<file path="src/inc/bkcv_defs.vh">
`ifndef BKCV_DEFS_VH
`define BKCV_DEFS_VH

// ----------------------------------------------------------------
// register offsets
// ----------------------------------------------------------------
`define BKCV_OFS_RAIL3_CONTROL 8'h08
`define BKCV_OFS_RAIL3_LIMITS_RAMP 8'h09
`define BKCV_OFS_RAIL0_TARGET_VOLTAGE 8'h0A
`define BKCV_OFS_RAIL0_FLOOR_VOLTAGE 8'h0B
`define BKCV_OFS_RAIL1_TARGET_VOLTAGE 8'h0C

// ----------------------------------------------------------------
// reset values
// ----------------------------------------------------------------
`define BKCV_RST_RAIL3_CONTROL 8'hCA
`define BKCV_RST_RAIL3_LIMITS_RAMP 8'h2A
`define BKCV_RST_RAIL0_TARGET_VOLTAGE 8'h39
`define BKCV_RST_RAIL0_FLOOR_VOLTAGE 8'h00
`define BKCV_RST_RAIL1_TARGET_VOLTAGE 8'h75
`define BKCV_RD_UNMAPPED 8'h00

// ----------------------------------------------------------------
// rail3_control field positions
// ----------------------------------------------------------------
`define BKCV_BIT_CONVERTER3_ON 7
`define BKCV_BIT_PIN_GATING_ON_3 6
`define BKCV_BIT_GATE_PIN_CHOICE_3 5
`define BKCV_BIT_LEVEL_PIN_MODE_3 4
`define BKCV_BIT_DISCHARGE_ON_3 3
`define BKCV_BIT_FORCED_SWITCHING_3 1

// ----------------------------------------------------------------
// rail3_limits_ramp field positions
// ----------------------------------------------------------------
`define BKCV_ILIM_MSB 5
`define BKCV_ILIM_LSB 3
`define BKCV_RAMP_MSB 2
`define BKCV_RAMP_LSB 0

// ----------------------------------------------------------------
// current limit decode, in mA
// ----------------------------------------------------------------
`define BKCV_ILIM_CODE_MIN 3'h2
`define BKCV_ILIM_BASE_MA 13'h09C4
`define BKCV_ILIM_STEP_MA 13'h01F4

// ----------------------------------------------------------------
// voltage code decode, in uV
// ----------------------------------------------------------------
`define BKCV_VSEG1_TOP 8'h17
`define BKCV_VSEG2_BASE 8'h18
`define BKCV_VSEG2_TOP 8'h9D
`define BKCV_VSEG3_BASE 8'h9E
`define BKCV_VSEG1_UV 22'h07_A120
`define BKCV_VSEG1_STEP_UV 22'h00_2710
`define BKCV_VSEG2_UV 22'h0B_3718
`define BKCV_VSEG2_STEP_UV 22'h00_1388
`define BKCV_VSEG3_UV 22'h15_AAE0
`define BKCV_VSEG3_STEP_UV 22'h00_4E20

// ----------------------------------------------------------------
// ramp step per microsecond, in uV, by ramp code
// ----------------------------------------------------------------
`define BKCV_SLEW0_UV 22'h00_7530
`define BKCV_SLEW1_UV 22'h00_3A98
`define BKCV_SLEW2_UV 22'h00_2710
`define BKCV_SLEW3_UV 22'h00_1D4C
`define BKCV_SLEW4_UV 22'h00_0ED8
`define BKCV_SLEW5_UV 22'h00_076C
`define BKCV_SLEW6_UV 22'h00_03AC
`define BKCV_SLEW7_UV 22'h00_0190

// ----------------------------------------------------------------
// timing
// ----------------------------------------------------------------
// one ramp tick per microsecond: 40 cycles of 25 ns, counted 0..39
`define BKCV_RAMP_TICK_LAST 6'h27

`endif

</file>
<file path="src/verilog/bkcv_ramp.v">
`include "bkcv_defs.vh"

// decodes one voltage code and slews the rail output toward it
module bkcv_ramp (
  // clock and reset
  input wire clk,
  input wire srst,
  // controls
  input wire tick,
  input wire run,
  input wire [7:0] code,
  input wire [2:0] speed,
  // rail output voltage in uV
  output reg [21:0] vout_uv,
  output wire settled
);

  // ----------------------------------------------------------------
  // code decode
  // ----------------------------------------------------------------
  wire [21:0] code_w;
  reg [21:0] target_uv;
  reg [21:0] step_uv;
  wire [21:0] gap_up;
  wire [21:0] gap_dn;

  assign code_w = {14'h0000, code};

  always @* begin
    if (code <= `BKCV_VSEG1_TOP) begin
      target_uv = `BKCV_VSEG1_UV + code_w * `BKCV_VSEG1_STEP_UV;
    end else if (code <= `BKCV_VSEG2_TOP) begin
      target_uv = `BKCV_VSEG2_UV + (code_w - {14'h0000, `BKCV_VSEG2_BASE})
        * `BKCV_VSEG2_STEP_UV;
    end else begin
      target_uv = `BKCV_VSEG3_UV + (code_w - {14'h0000, `BKCV_VSEG3_BASE})
        * `BKCV_VSEG3_STEP_UV;
    end
  end

  always @* begin
    case (speed)
      3'h0: step_uv = `BKCV_SLEW0_UV;
      3'h1: step_uv = `BKCV_SLEW1_UV;
      3'h2: step_uv = `BKCV_SLEW2_UV;
      3'h3: step_uv = `BKCV_SLEW3_UV;
      3'h4: step_uv = `BKCV_SLEW4_UV;
      3'h5: step_uv = `BKCV_SLEW5_UV;
      3'h6: step_uv = `BKCV_SLEW6_UV;
      default: step_uv = `BKCV_SLEW7_UV;
    endcase
  end

  // ----------------------------------------------------------------
  // slew: one step per microsecond, same rate up and down
  // ----------------------------------------------------------------
  assign gap_up = target_uv - vout_uv;
  assign gap_dn = vout_uv - target_uv;
  assign settled = run && (vout_uv == target_uv);

  always @(posedge clk) begin
    if (srst || !run) begin
      vout_uv <= 22'h00_0000;
    end else if (tick) begin
      if (vout_uv < target_uv) begin
        vout_uv <= (gap_up > step_uv) ? vout_uv + step_uv
          : target_uv;
      end else if (vout_uv > target_uv) begin
        vout_uv <= (gap_dn > step_uv) ? vout_uv - step_uv
          : target_uv;
      end
    end
  end

endmodule

</file>
<file path="src/verilog/bkcv_regs.v">
// How it works
// - converter3_on low disables rail 3; high lets it run.
// - pin gating off or level mode: bit alone; else bit AND chosen enable pin.
// - gate_pin_choice_3 low picks enable pin a, high picks pin b.
// - level_pin_mode_3 high with pin gating on: pin high selects roof, low floor.
// - rail 3 off with discharge_on_3 high connects discharge; resets 1.
// - forced_switching_3 high forces PWM; low allows automatic PFM/PWM.
// - codes 0x00..0x17 decode as 0.5 V plus 10 mV per step.
// - codes 0x18..0x9D decode from 0.735 V in 5 mV steps.
// - codes 0x9E..0xFF decode from 1.42 V in 20 mV steps.
// - converter0_target_code resets to 0x39, i.e. 900 mV.
// - converter1_target_code resets to 0x75, i.e. 1200 mV.
// - floor state uses converter0_low_target_code; it resets 0x00.
// - limit code 0x2..0x7 gives 2.5 A to 5.0 A; changeable anytime.
// - ramp code sets rise and fall speed, 30 down to 0.4 mV/us.
`include "bkcv_defs.vh"

module bkcv_regs (
  // clock and reset
  input wire clk,
  input wire srst,
  // register port from the serial front end
  input wire [7:0] reg_addr,
  input wire [7:0] reg_wdata,
  input wire reg_wr,
  input wire reg_rd,
  output reg [7:0] reg_rdata,
  // hardware enable pins
  input wire hw_enable_in_a,
  input wire hw_enable_in_b,
  // rail 0 and 1 context from neighbouring logic
  input wire rail0_run,
  input wire rail0_floor_select,
  input wire [2:0] rail0_ramp_code,
  input wire rail1_run,
  input wire [2:0] rail1_ramp_code,
  // rail 3 controls
  output reg rail3_run,
  output reg rail3_discharge,
  output reg rail3_forced_pwm,
  output reg rail3_floor_select,
  output reg [12:0] rail3_ilim_ma,
  output reg [2:0] rail3_ramp_code,
  // rail 0 and 1 voltages in uV
  output wire [21:0] rail0_vout_uv,
  output wire rail0_settled,
  output wire [21:0] rail1_vout_uv,
  output wire rail1_settled
);

  // ----------------------------------------------------------------
  // register storage
  // ----------------------------------------------------------------
  reg [7:0] rail3_control_q;
  reg [7:0] rail3_limits_ramp_q;
  reg [7:0] rail0_target_voltage_q;
  reg [7:0] rail0_floor_voltage_q;
  reg [7:0] rail1_target_voltage_q;

  // all bits, reserved ones too, are stored as written
  always @(posedge clk) begin
    if (srst) begin
      rail3_control_q <= `BKCV_RST_RAIL3_CONTROL;
      rail3_limits_ramp_q <= `BKCV_RST_RAIL3_LIMITS_RAMP;
      rail0_target_voltage_q <= `BKCV_RST_RAIL0_TARGET_VOLTAGE;
      rail0_floor_voltage_q <= `BKCV_RST_RAIL0_FLOOR_VOLTAGE;
      rail1_target_voltage_q <= `BKCV_RST_RAIL1_TARGET_VOLTAGE;
    end else if (reg_wr) begin
      case (reg_addr)
        `BKCV_OFS_RAIL3_CONTROL: rail3_control_q <= reg_wdata;
        `BKCV_OFS_RAIL3_LIMITS_RAMP:
          rail3_limits_ramp_q <= reg_wdata;
        `BKCV_OFS_RAIL0_TARGET_VOLTAGE: rail0_target_voltage_q <= reg_wdata;
        `BKCV_OFS_RAIL0_FLOOR_VOLTAGE: rail0_floor_voltage_q <= reg_wdata;
        `BKCV_OFS_RAIL1_TARGET_VOLTAGE: rail1_target_voltage_q <= reg_wdata;
        default: ;
      endcase
    end
  end

  // ----------------------------------------------------------------
  // read back
  // ----------------------------------------------------------------
  // read data holds until the next read; unmapped offsets read zero
  always @(posedge clk) begin
    if (srst) begin
      reg_rdata <= `BKCV_RD_UNMAPPED;
    end else if (reg_rd) begin
      case (reg_addr)
        `BKCV_OFS_RAIL3_CONTROL: reg_rdata <= rail3_control_q;
        `BKCV_OFS_RAIL3_LIMITS_RAMP: reg_rdata <= rail3_limits_ramp_q;
        `BKCV_OFS_RAIL0_TARGET_VOLTAGE: reg_rdata <= rail0_target_voltage_q;
        `BKCV_OFS_RAIL0_FLOOR_VOLTAGE: reg_rdata <= rail0_floor_voltage_q;
        `BKCV_OFS_RAIL1_TARGET_VOLTAGE: reg_rdata <= rail1_target_voltage_q;
        default: reg_rdata <= `BKCV_RD_UNMAPPED;
      endcase
    end
  end

  // ----------------------------------------------------------------
  // enable pin synchronisers
  // ----------------------------------------------------------------
  // three stages; the filtered level moves only when stages two and
  // three agree, so a single-cycle glitch on a pin never gets through
  reg [1:0] pin_s1_q;
  reg [1:0] pin_s2_q;
  reg [1:0] pin_s3_q;
  reg [1:0] pin_q;

  always @(posedge clk) begin
    if (srst) begin
      pin_s1_q <= 2'h0;
      pin_s2_q <= 2'h0;
      pin_s3_q <= 2'h0;
      pin_q <= 2'h0;
    end else begin
      pin_s1_q <= {hw_enable_in_b, hw_enable_in_a};
      pin_s2_q <= pin_s1_q;
      pin_s3_q <= pin_s2_q;
      if (pin_s2_q[0] == pin_s3_q[0]) begin
        pin_q[0] <= pin_s3_q[0];
      end
      if (pin_s2_q[1] == pin_s3_q[1]) begin
        pin_q[1] <= pin_s3_q[1];
      end
    end
  end

  // ----------------------------------------------------------------
  // rail 3 control decode
  // ----------------------------------------------------------------
  wire conv3_on;
  wire gating3;
  wire choice3;
  wire level3;
  wire chosen_pin;
  wire run3_d;
  wire floor3_d;
  wire [2:0] ilim_code;
  wire [2:0] ilim_ofs;
  wire [12:0] ilim_ma_d;

  assign conv3_on = rail3_control_q[`BKCV_BIT_CONVERTER3_ON];
  assign gating3 = rail3_control_q[`BKCV_BIT_PIN_GATING_ON_3];
  assign choice3 = rail3_control_q[`BKCV_BIT_GATE_PIN_CHOICE_3];
  assign level3 = rail3_control_q[`BKCV_BIT_LEVEL_PIN_MODE_3];

  assign chosen_pin = choice3 ? pin_q[1] : pin_q[0];

  // in level mode the pin picks roof or floor and no longer gates the run
  assign run3_d = conv3_on
    && (!gating3 || level3 || chosen_pin);
  assign floor3_d = conv3_on && gating3 && level3 && !chosen_pin;

  // codes below 0x2 are undefined; they clamp to the lowest limit
  assign ilim_code = rail3_limits_ramp_q[`BKCV_ILIM_MSB:`BKCV_ILIM_LSB];
  assign ilim_ofs = (ilim_code < `BKCV_ILIM_CODE_MIN) ? 3'h0
    : ilim_code - `BKCV_ILIM_CODE_MIN;
  assign ilim_ma_d = `BKCV_ILIM_BASE_MA
    + {10'h000, ilim_ofs} * `BKCV_ILIM_STEP_MA;

  always @(posedge clk) begin
    if (srst) begin
      rail3_run <= 1'b0;
      rail3_discharge <= 1'b0;
      rail3_forced_pwm <= 1'b0;
      rail3_floor_select <= 1'b0;
      rail3_ilim_ma <= 13'h0000;
      rail3_ramp_code <= 3'h0;
    end else begin
      rail3_run <= run3_d;
      rail3_floor_select <= floor3_d;
      rail3_discharge <= !run3_d
        && rail3_control_q[`BKCV_BIT_DISCHARGE_ON_3];
      rail3_forced_pwm <=
        rail3_control_q[`BKCV_BIT_FORCED_SWITCHING_3];
      rail3_ilim_ma <= ilim_ma_d;
      rail3_ramp_code <=
        rail3_limits_ramp_q[`BKCV_RAMP_MSB:`BKCV_RAMP_LSB];
    end
  end

  // ----------------------------------------------------------------
  // microsecond tick for the ramps
  // ----------------------------------------------------------------
  localparam [5:0] TICK_LAST = `BKCV_RAMP_TICK_LAST;
  reg [5:0] tick_cnt_q;
  reg tick_q;

  always @(posedge clk) begin
    if (srst) begin
      tick_cnt_q <= 6'h00;
      tick_q <= 1'b0;
    end else if (tick_cnt_q == TICK_LAST) begin
      tick_cnt_q <= 6'h00;
      tick_q <= 1'b1;
    end else begin
      tick_cnt_q <= tick_cnt_q + 6'h01;
      tick_q <= 1'b0;
    end
  end

  // ----------------------------------------------------------------
  // rail 0 and rail 1 voltage ramps
  // ----------------------------------------------------------------
  wire [7:0] rail0_code;

  // switching roof and floor is itself a target change, so it slews too
  assign rail0_code = rail0_floor_select ? rail0_floor_voltage_q
    : rail0_target_voltage_q;

  bkcv_ramp u_ramp0 (
    .clk(clk),
    .srst(srst),
    .tick(tick_q),
    .run(rail0_run),
    .code(rail0_code),
    .speed(rail0_ramp_code),
    .vout_uv(rail0_vout_uv),
    .settled(rail0_settled)
  );

  bkcv_ramp u_ramp1 (
    .clk(clk),
    .srst(srst),
    .tick(tick_q),
    .run(rail1_run),
    .code(rail1_target_voltage_q),
    .speed(rail1_ramp_code),
    .vout_uv(rail1_vout_uv),
    .settled(rail1_settled)
  );

endmodule

</file>
<file path="config.mk">
export PLATFORM = sky130hd
export DESIGN_NAME = bkcv_regs
export DESIGN_NICKNAME = d
export VERILOG_FILES = /design/src/verilog/bkcv_ramp.v /design/src/verilog/bkcv_regs.v
export VERILOG_INCLUDE_DIRS = /design/src /design/src/inc
export SDC_FILE = /design/constraint.sdc
export NUM_CORES = 1
export LEC_CHECK = 0
export ABC_AREA = 0
export BUFFER_PORTS_ARGS = -buffer_cell sky130_fd_sc_hd__buf_2
export CELL_PAD_IN_SITES_DETAIL_PLACEMENT = 0
export CELL_PAD_IN_SITES_GLOBAL_PLACEMENT = 2
export CORE_ASPECT_RATIO = 2
export CORE_UTILIZATION = 42
export CTS_CLUSTER_SIZE = 40
export DETAILED_ROUTE_END_ITERATION = 8
export GPL_TIMING_DRIVEN = 0
export PLACE_DENSITY_LB_ADDON = 0.1
export SYNTH_ARGS = -nofsm -noshare
export SYNTH_HDL_FRONTEND = slang
export SYNTH_SLANG_ARGS = --single-unit
</file>
<file path="constraint.sdc">
create_clock -name clk -period 37.2 [get_ports clk]
set_clock_uncertainty 0.05 [all_clocks]
set_input_delay 7.44 -clock clk [delete_from_list [all_inputs] [get_ports clk]]
set_output_delay 7.44 -clock clk [all_outputs]
set_load 0.01 [all_outputs]
</file>
---- Word level (Yosys, flattened, before mapping) ----
Cells that the tools add are included.
word-level totals
  register bits ........................... 127
  bits of input ports ..................... 31
cells by class
  add/subtract/negate cells ............... 21
  multipliers ............................. 7
  $lt $le $gt $ge ......................... 13
  equal/unequal tests ..................... 22
  multiplexer cells ....................... 19
  reductions and logical operators ........ 28
operators by type and width
  cell                                                                   number
  22-bit two-way mux                                                     12
  15-bit one-hot mux with 7 select lines                                 2
  22-bit by 15-bit > comparator with 1-bit output                        4
  22-bit subtractor                                                      4
  19-bit by 22-bit adder with 22-bit output, first input constant        2
  20-bit by 22-bit adder with 22-bit output, first input constant        2
  21-bit by 22-bit adder with 22-bit output, first input constant        2
  22-bit by 15-bit adder with 22-bit output                              2
  22-bit equality test                                                   2
  22-bit > comparator                                                    2
  22-bit < comparator                                                    2
  22-bit by 10-bit multiplier with 17-bit output, second input constant  2
  22-bit by 10-bit multiplier with 19-bit output, second input constant  2
  22-bit by 15-bit subtractor with 22-bit output                         2
  8-bit by 4-bit equality test with 1-bit output, second input constant  5
  8-bit one-hot mux with 5 select lines                                  1
  8-bit by 10-bit multiplier with 18-bit output, second input constant   2
  3-bit equality test, second input constant                             6
  8-bit by 5-bit subtractor with 9-bit output, second input constant     2
  8-bit by 8-bit subtractor with 9-bit output, second input constant     2
  8-bit by 5-bit <= comparator with 1-bit output, second input constant  2
  8-bit <= comparator, second input constant                             2
  2-bit AND reduction                                                    7
  12-bit by 12-bit adder with 13-bit output, first input constant        1
  17 further kinds                                                       38

---- Longest topological paths before layout ----
  depth in word-level cells ............... 11
  depth in mapped cells ................... 45
  depth with buffers taken out ............ 41

---- Modules after synthesis ----
A second synthesis with hierarchy kept.
second synthesis, totals
  cell total of the unflattened synthesis .. 3359
  area, all modules ....................... 26395.3 um^2
by module, submodules not included
  module               instances  cells an instance  area each (um^2)  sequential area each (um^2)
  bkcv_ramp (u_ramp0)  1          1515               11514.8           400.4
  bkcv_ramp (u_ramp1)  1          1490               11389.7           400.4
  bkcv_regs            1          354                3490.8            1621.6

---- Least setup slack after synthesis ----
Ideal clock, no wire load.
  kind .................................... input port to output port
  start ................................... input rail0_floor_select
  end ..................................... output rail0_settled
  data arrival time ....................... 14963 ps
  path slack .............................. 14747 ps
  cell stages on the path ................. 31
  path through ............................ buf_2 > mux2i_1 > clkbuf_1 > inv_1 > ha_1 > xnor2_1 > inv_1 > fa_1 > ha_1 > fa_1 > ha_1 > inv_1 > fa_1 > inv_1 > ha_1 > or3_1 > or4_1 > o211ai_1 > nor3_1 > or4_1 > nand2_1 > a211oi_1 > a21oi_1 > inv_1 > ha_1 > clkbuf_1 > nand2_1 > nor2_1 > nand2_1 > nor3_1 > and2_1
between the ends
  cells in the longest elaborated chain, start to end .. 8
  elaborated cells on any way between the ends .. 15
  classes of those cells .................. add/sub (5); mul (3); order compare (2); eq/ne (1); mux (3); reduce/logical (1)
RTL lines
  item                                                                                                                                      RTL line                        source
  start, declared                                                                                                                           bkcv_regs.v:33                  input wire rail0_floor_select,
  8-bit two-way mux *                                                                                                                       bkcv_regs.v:209                 assign rail0_code = rail0_floor_select ? rail0_floor_voltage_q
  8-bit by 5-bit subtractor with 9-bit output / 8-bit by 8-bit subtractor with 9-bit output (equally long branches)                         bkcv_ramp.v:33, bkcv_ramp.v:36
  22-bit by 10-bit multiplier with 19-bit output (no source line) / 22-bit by 10-bit multiplier with 17-bit output (equally long branches)  n/a
  20-bit by 22-bit adder with 22-bit output (no source line) / 21-bit by 22-bit adder with 22-bit output (equally long branches)            n/a
  22-bit two-way mux                                                                                                                        bkcv_ramp.v:32                  end else if (code <= `BKCV_VSEG2_TOP) begin
  22-bit two-way mux *                                                                                                                      bkcv_ramp.v:30                  if (code <= `BKCV_VSEG1_TOP) begin
  22-bit equality test *                                                                                                                    bkcv_ramp.v:59                  assign settled = run && (vout_uv == target_uv);
  1-bit logical AND *                                                                                                                       bkcv_ramp.v:59
  end, declared                                                                                                                             bkcv_regs.v:46                  output wire rail0_settled,
Mark *: on every way between the ends. The rest lies on a longest branch, timed or not.

---- Worst setup path in the final report ----
Ends and elaborated chain as after synthesis.

==> flow_metrics.tcl <==
set metrics [dict create \
    clockBufferDepth 2 \
    floorplan.die.height_microns 349.6 \
    final_common_cell "ha_1" \
    antenna_violating_nets_post_route 0 \
    setup_violations 0 \
    timing.critical_path.to_type "output port" \
    clock_latency_of_the_later_clocked_register_in_the_worst_skew_pair_ps 450 \
    critical_path_class "in -> out" \
    tightestPinTransition_ps 1182 \
    finalHoldViolCount 0 \
    total_leakage_power_nw 12.98 \
    placedCellCount 4170 \
    drc_errors 0 \
    cts_tree "yes" \
    grt_start_max_net_pins 17 \
    synth_largest_area_cell "ha_1" \
    post-synth-top-area-fraction_pct 21.55 \
    htree_levels 4 \
    ctsResizeCount 0 \
    grt_use_total_pct 29.37 \
    detail_route.iter0.violations 1189 \
    drv.max_cap_violation_count 0 \
    holdCritStartpoint "pin_s1_q[1]$_SDFF_PP0_" \
    setup_tns_ps 0 \
    drt-vias-per-instance 5.805 \
    postCtsHoldBufs 0 \
    ir_worst_vdd_uv 116.2 \
    fin_cells 4202 \
    first_global_vias 24511 \
    worst_path_largest_cell_delay_ps 910 \
    detailed_place_hpwl_microns 77160 \
    gp_congestion 0.9289 \
    required_ps 29710 \
    rows 127 \
    yosys_warnings 0 \
    cts_inserted_buffers 17 \
    globalRoute.totalOverflow 0 \
    yosys.area_share.xor_xnor_pct 8.441 \
    grt_setup_unrepaired "false" \
    max-slew-margin-rel_pct 20.66 \
    fraction_of_final_layout_cells_with_drive_strength_greater_than_1_pct 6.884 \
    cp-start-kind "input port" \
    grt_pass1_wl_microns 137800 \
    die_w_microns 175.8 \
    mappedNetlistArea_sq_mm 0.02538 \
    run_status "finished clean" \
    io_buffers 97 \
    netlist_top_cells_area "ha_1 22%, dfxtp_1 9.5%, fa_1 8.9%, inv_1 6.1%, xnor2_1 5.8%" \
    fin_area_sq_mm 0.02753 \
    final_cell_mix "437 x ha_1, 410 x inv_1, 244 x nand2_1" \
    synth-edff-count 0 \
    post_synth_mux_area_share_pct 1.957 \
    routed_wirelength_microns 90910 \
    reg2reg_from "rail0_floor_voltage_q[1]$_SDFFE_PP0P_" \
    path_common_cell "inv_1" \
    slowest_stage "mux2i_1" \
    cts.repair_timing.setup_buffer_count 0 \
    grt_antenna_before_repair 1 \
    synth-simple-area-share_pct 18.03 \
    drt_pass1_iterations 5 \
    period_minus_slack_ps 24920 \
    number_of_nets_in_the_final_layout 3996 \
    detailroute.via_count 24392 \
    synth-adder-area-share_pct 30.46 \
    final_min_period_over_clock_period_pct 66.99 \
    power.density_mw_per_mm2 44.85 \
    timing.hold.worst_path_depth 1 \
    fmaxAchievable_mhz 40.13 \
    post_dp_cell_area_sq_mm 0.02687 \
    synth_cell_type_count 102 \
    syn_area_per_cell_sq_um 7.706 \
    seq_cells_post_synth 121 \
    clk_root_buffer_cell "clkbuf_16" \
    final-max-slew-violation-count 0 \
    ys.flop_type "dfxtp_1" \
    insertedDiodeCount 0 \
    ff2ff_path_depth 42 \
    clkSlewWorstSetupHoldPaths_ps 60 \
    cp_data_arrival_time_ps 17430 \
    post_drt_wl_per_cell_microns 21.64 \
    tritoncts_num_sinks 121 \
    cp-startpoint "rail0_floor_select" \
    synth_cells 3293 \
    layout_overhead_on_the_synthesized_area_pct 8.465 \
    worstPathMaxFanout 10 \
    synth_top_family_by_area "adder cells" \
    fp.coreArea_sq_mm 0.05991 \
    floorplan.io_pins 105 \
    postSynth.asyncResetShare_pct 0 \
    synth-seq-area-share_pct 9.545 \
    fraction_of_the_mapped_netlist_area_in_compound_gates_pct 23.33 \
    hold_path.class "reg -> reg" \
    design.die.area_sq_mm 0.06147 \
    floorplan.initialDensity_pct 42.36 \
]
[worst max-delay path, delay by kind of cell]
kind            cells  cell delay [ps]
fa+ha+maj           8             3110
buf+inv            13             2180
mux                 1              910
simple gates       11             2180
compound gates      4             1290
xor+xnor            1              280
[power by group]
part           switching [mW]  internal (mW)  total (mW)
registers            0.000968          0.131       0.132
clock network          0.0746          0.116       0.190
logic                   0.571          0.340       0.912
[layout make-up]
class	instances	area, sq um
multi-input combinational	2647	20910
buffer	119	544.3
tap	774	968.4
inverter	411	1543
clock inverter	14	209.0
timing repair buffer	98	493.0
sequential	121	2422
fill	6205	32380
clock buffer	18	439.2
[state kept, by name, indices dropped and copies added, names as in the netlist]
signal,flops
rail0_target_voltage_q,8
u_ramp0.vout_uv,20
rail3_limits_ramp_q,8
tick_cnt_q,6
pin_s2_q,2
rail3_forced_pwm,1
pin_s3_q,2
rail3_ramp_code,3
pin_q,2
rail3_control_q,8
tick_q,1
rail3_floor_select,1
rail0_floor_voltage_q,8
rail1_target_voltage_q,8
pin_s1_q,2
rail3_run,1
reg_rdata,8
u_ramp1.vout_uv,20
rail3_discharge,1
rail3_ilim_ma,11
[worst paths after layout]
path / slack [ps] / end
hold / removal: 390 / pin_s2_q[1]$_SDFF_PP0_
setup reg to reg: 25490 / u_ramp0.vout_uv[6]$_SDFFE_PP0P_
setup / recovery: 12280 / rail0_settled
hold reg to reg: 390 / pin_s2_q[1]$_SDFF_PP0_
[metrics by stage]
step | worst slack (ps) | util (%) | hold WS, ps | total power, mW
4_1_cts | 12300 | 45.93 | 402.9 | 1.240
6_report | 12280 | 45.95 | 394.6 | 1.234
3_3_place_gp | 12320 | 44.82 | 366.0 | 1.031
2_1_floorplan | 14750 | - | 363.8 | 0.7841
3_5_place_dp | 12340 | 44.85 | 386.8 | 1.042
5_1_grt | 11580 | 45.95 | 418.8 | 1.329
[logic make-up after synthesis]
logic type | count (synthesis)
flops | 121
fa+ha+maj | 550
mux | 46
buf+inv | 530
simple gates | 926
other cells | 1
xor+xnor | 243
compound gates | 876
[cell usage after synthesis, drive strengths merged, types with 14 or more instances]
master / n
ha: 437
inv: 410
nand2: 244
nor2: 233
a21oi: 216
xnor2: 168
o21ai: 164
dfxtp: 121
fa: 113
nand3: 75
nor3: 74
xor2: 74
clkbuf: 67
a21o: 62
nor2b: 55
buf: 52
nand2b: 52
o21a: 48
a31oi: 40
a211oi: 36
mux2i: 35
o211ai: 30
nand4: 29
a221oi: 26
and2: 24
and3: 24
or3: 24
o22ai: 22
or2: 21
nand3b: 20
a22oi: 19
o21bai: 19
a211o: 15
o31ai: 14
[layer usage]
layer  vias to the layer above  routed length (microns)  part of all wire (%)  global-route usage, %
met3                       234                     2337                   2.6                  2.227
li1                      11841                        -                     -                      -
met4                         2                     6477                   7.1                  20.04
met1                     11688                    32550                    36                  28.82
met5                         -                       16                 0.018                      0
met2                       627                    49530                    54                  57.39
No activity file was read; power rests on OpenSTA's default activity.
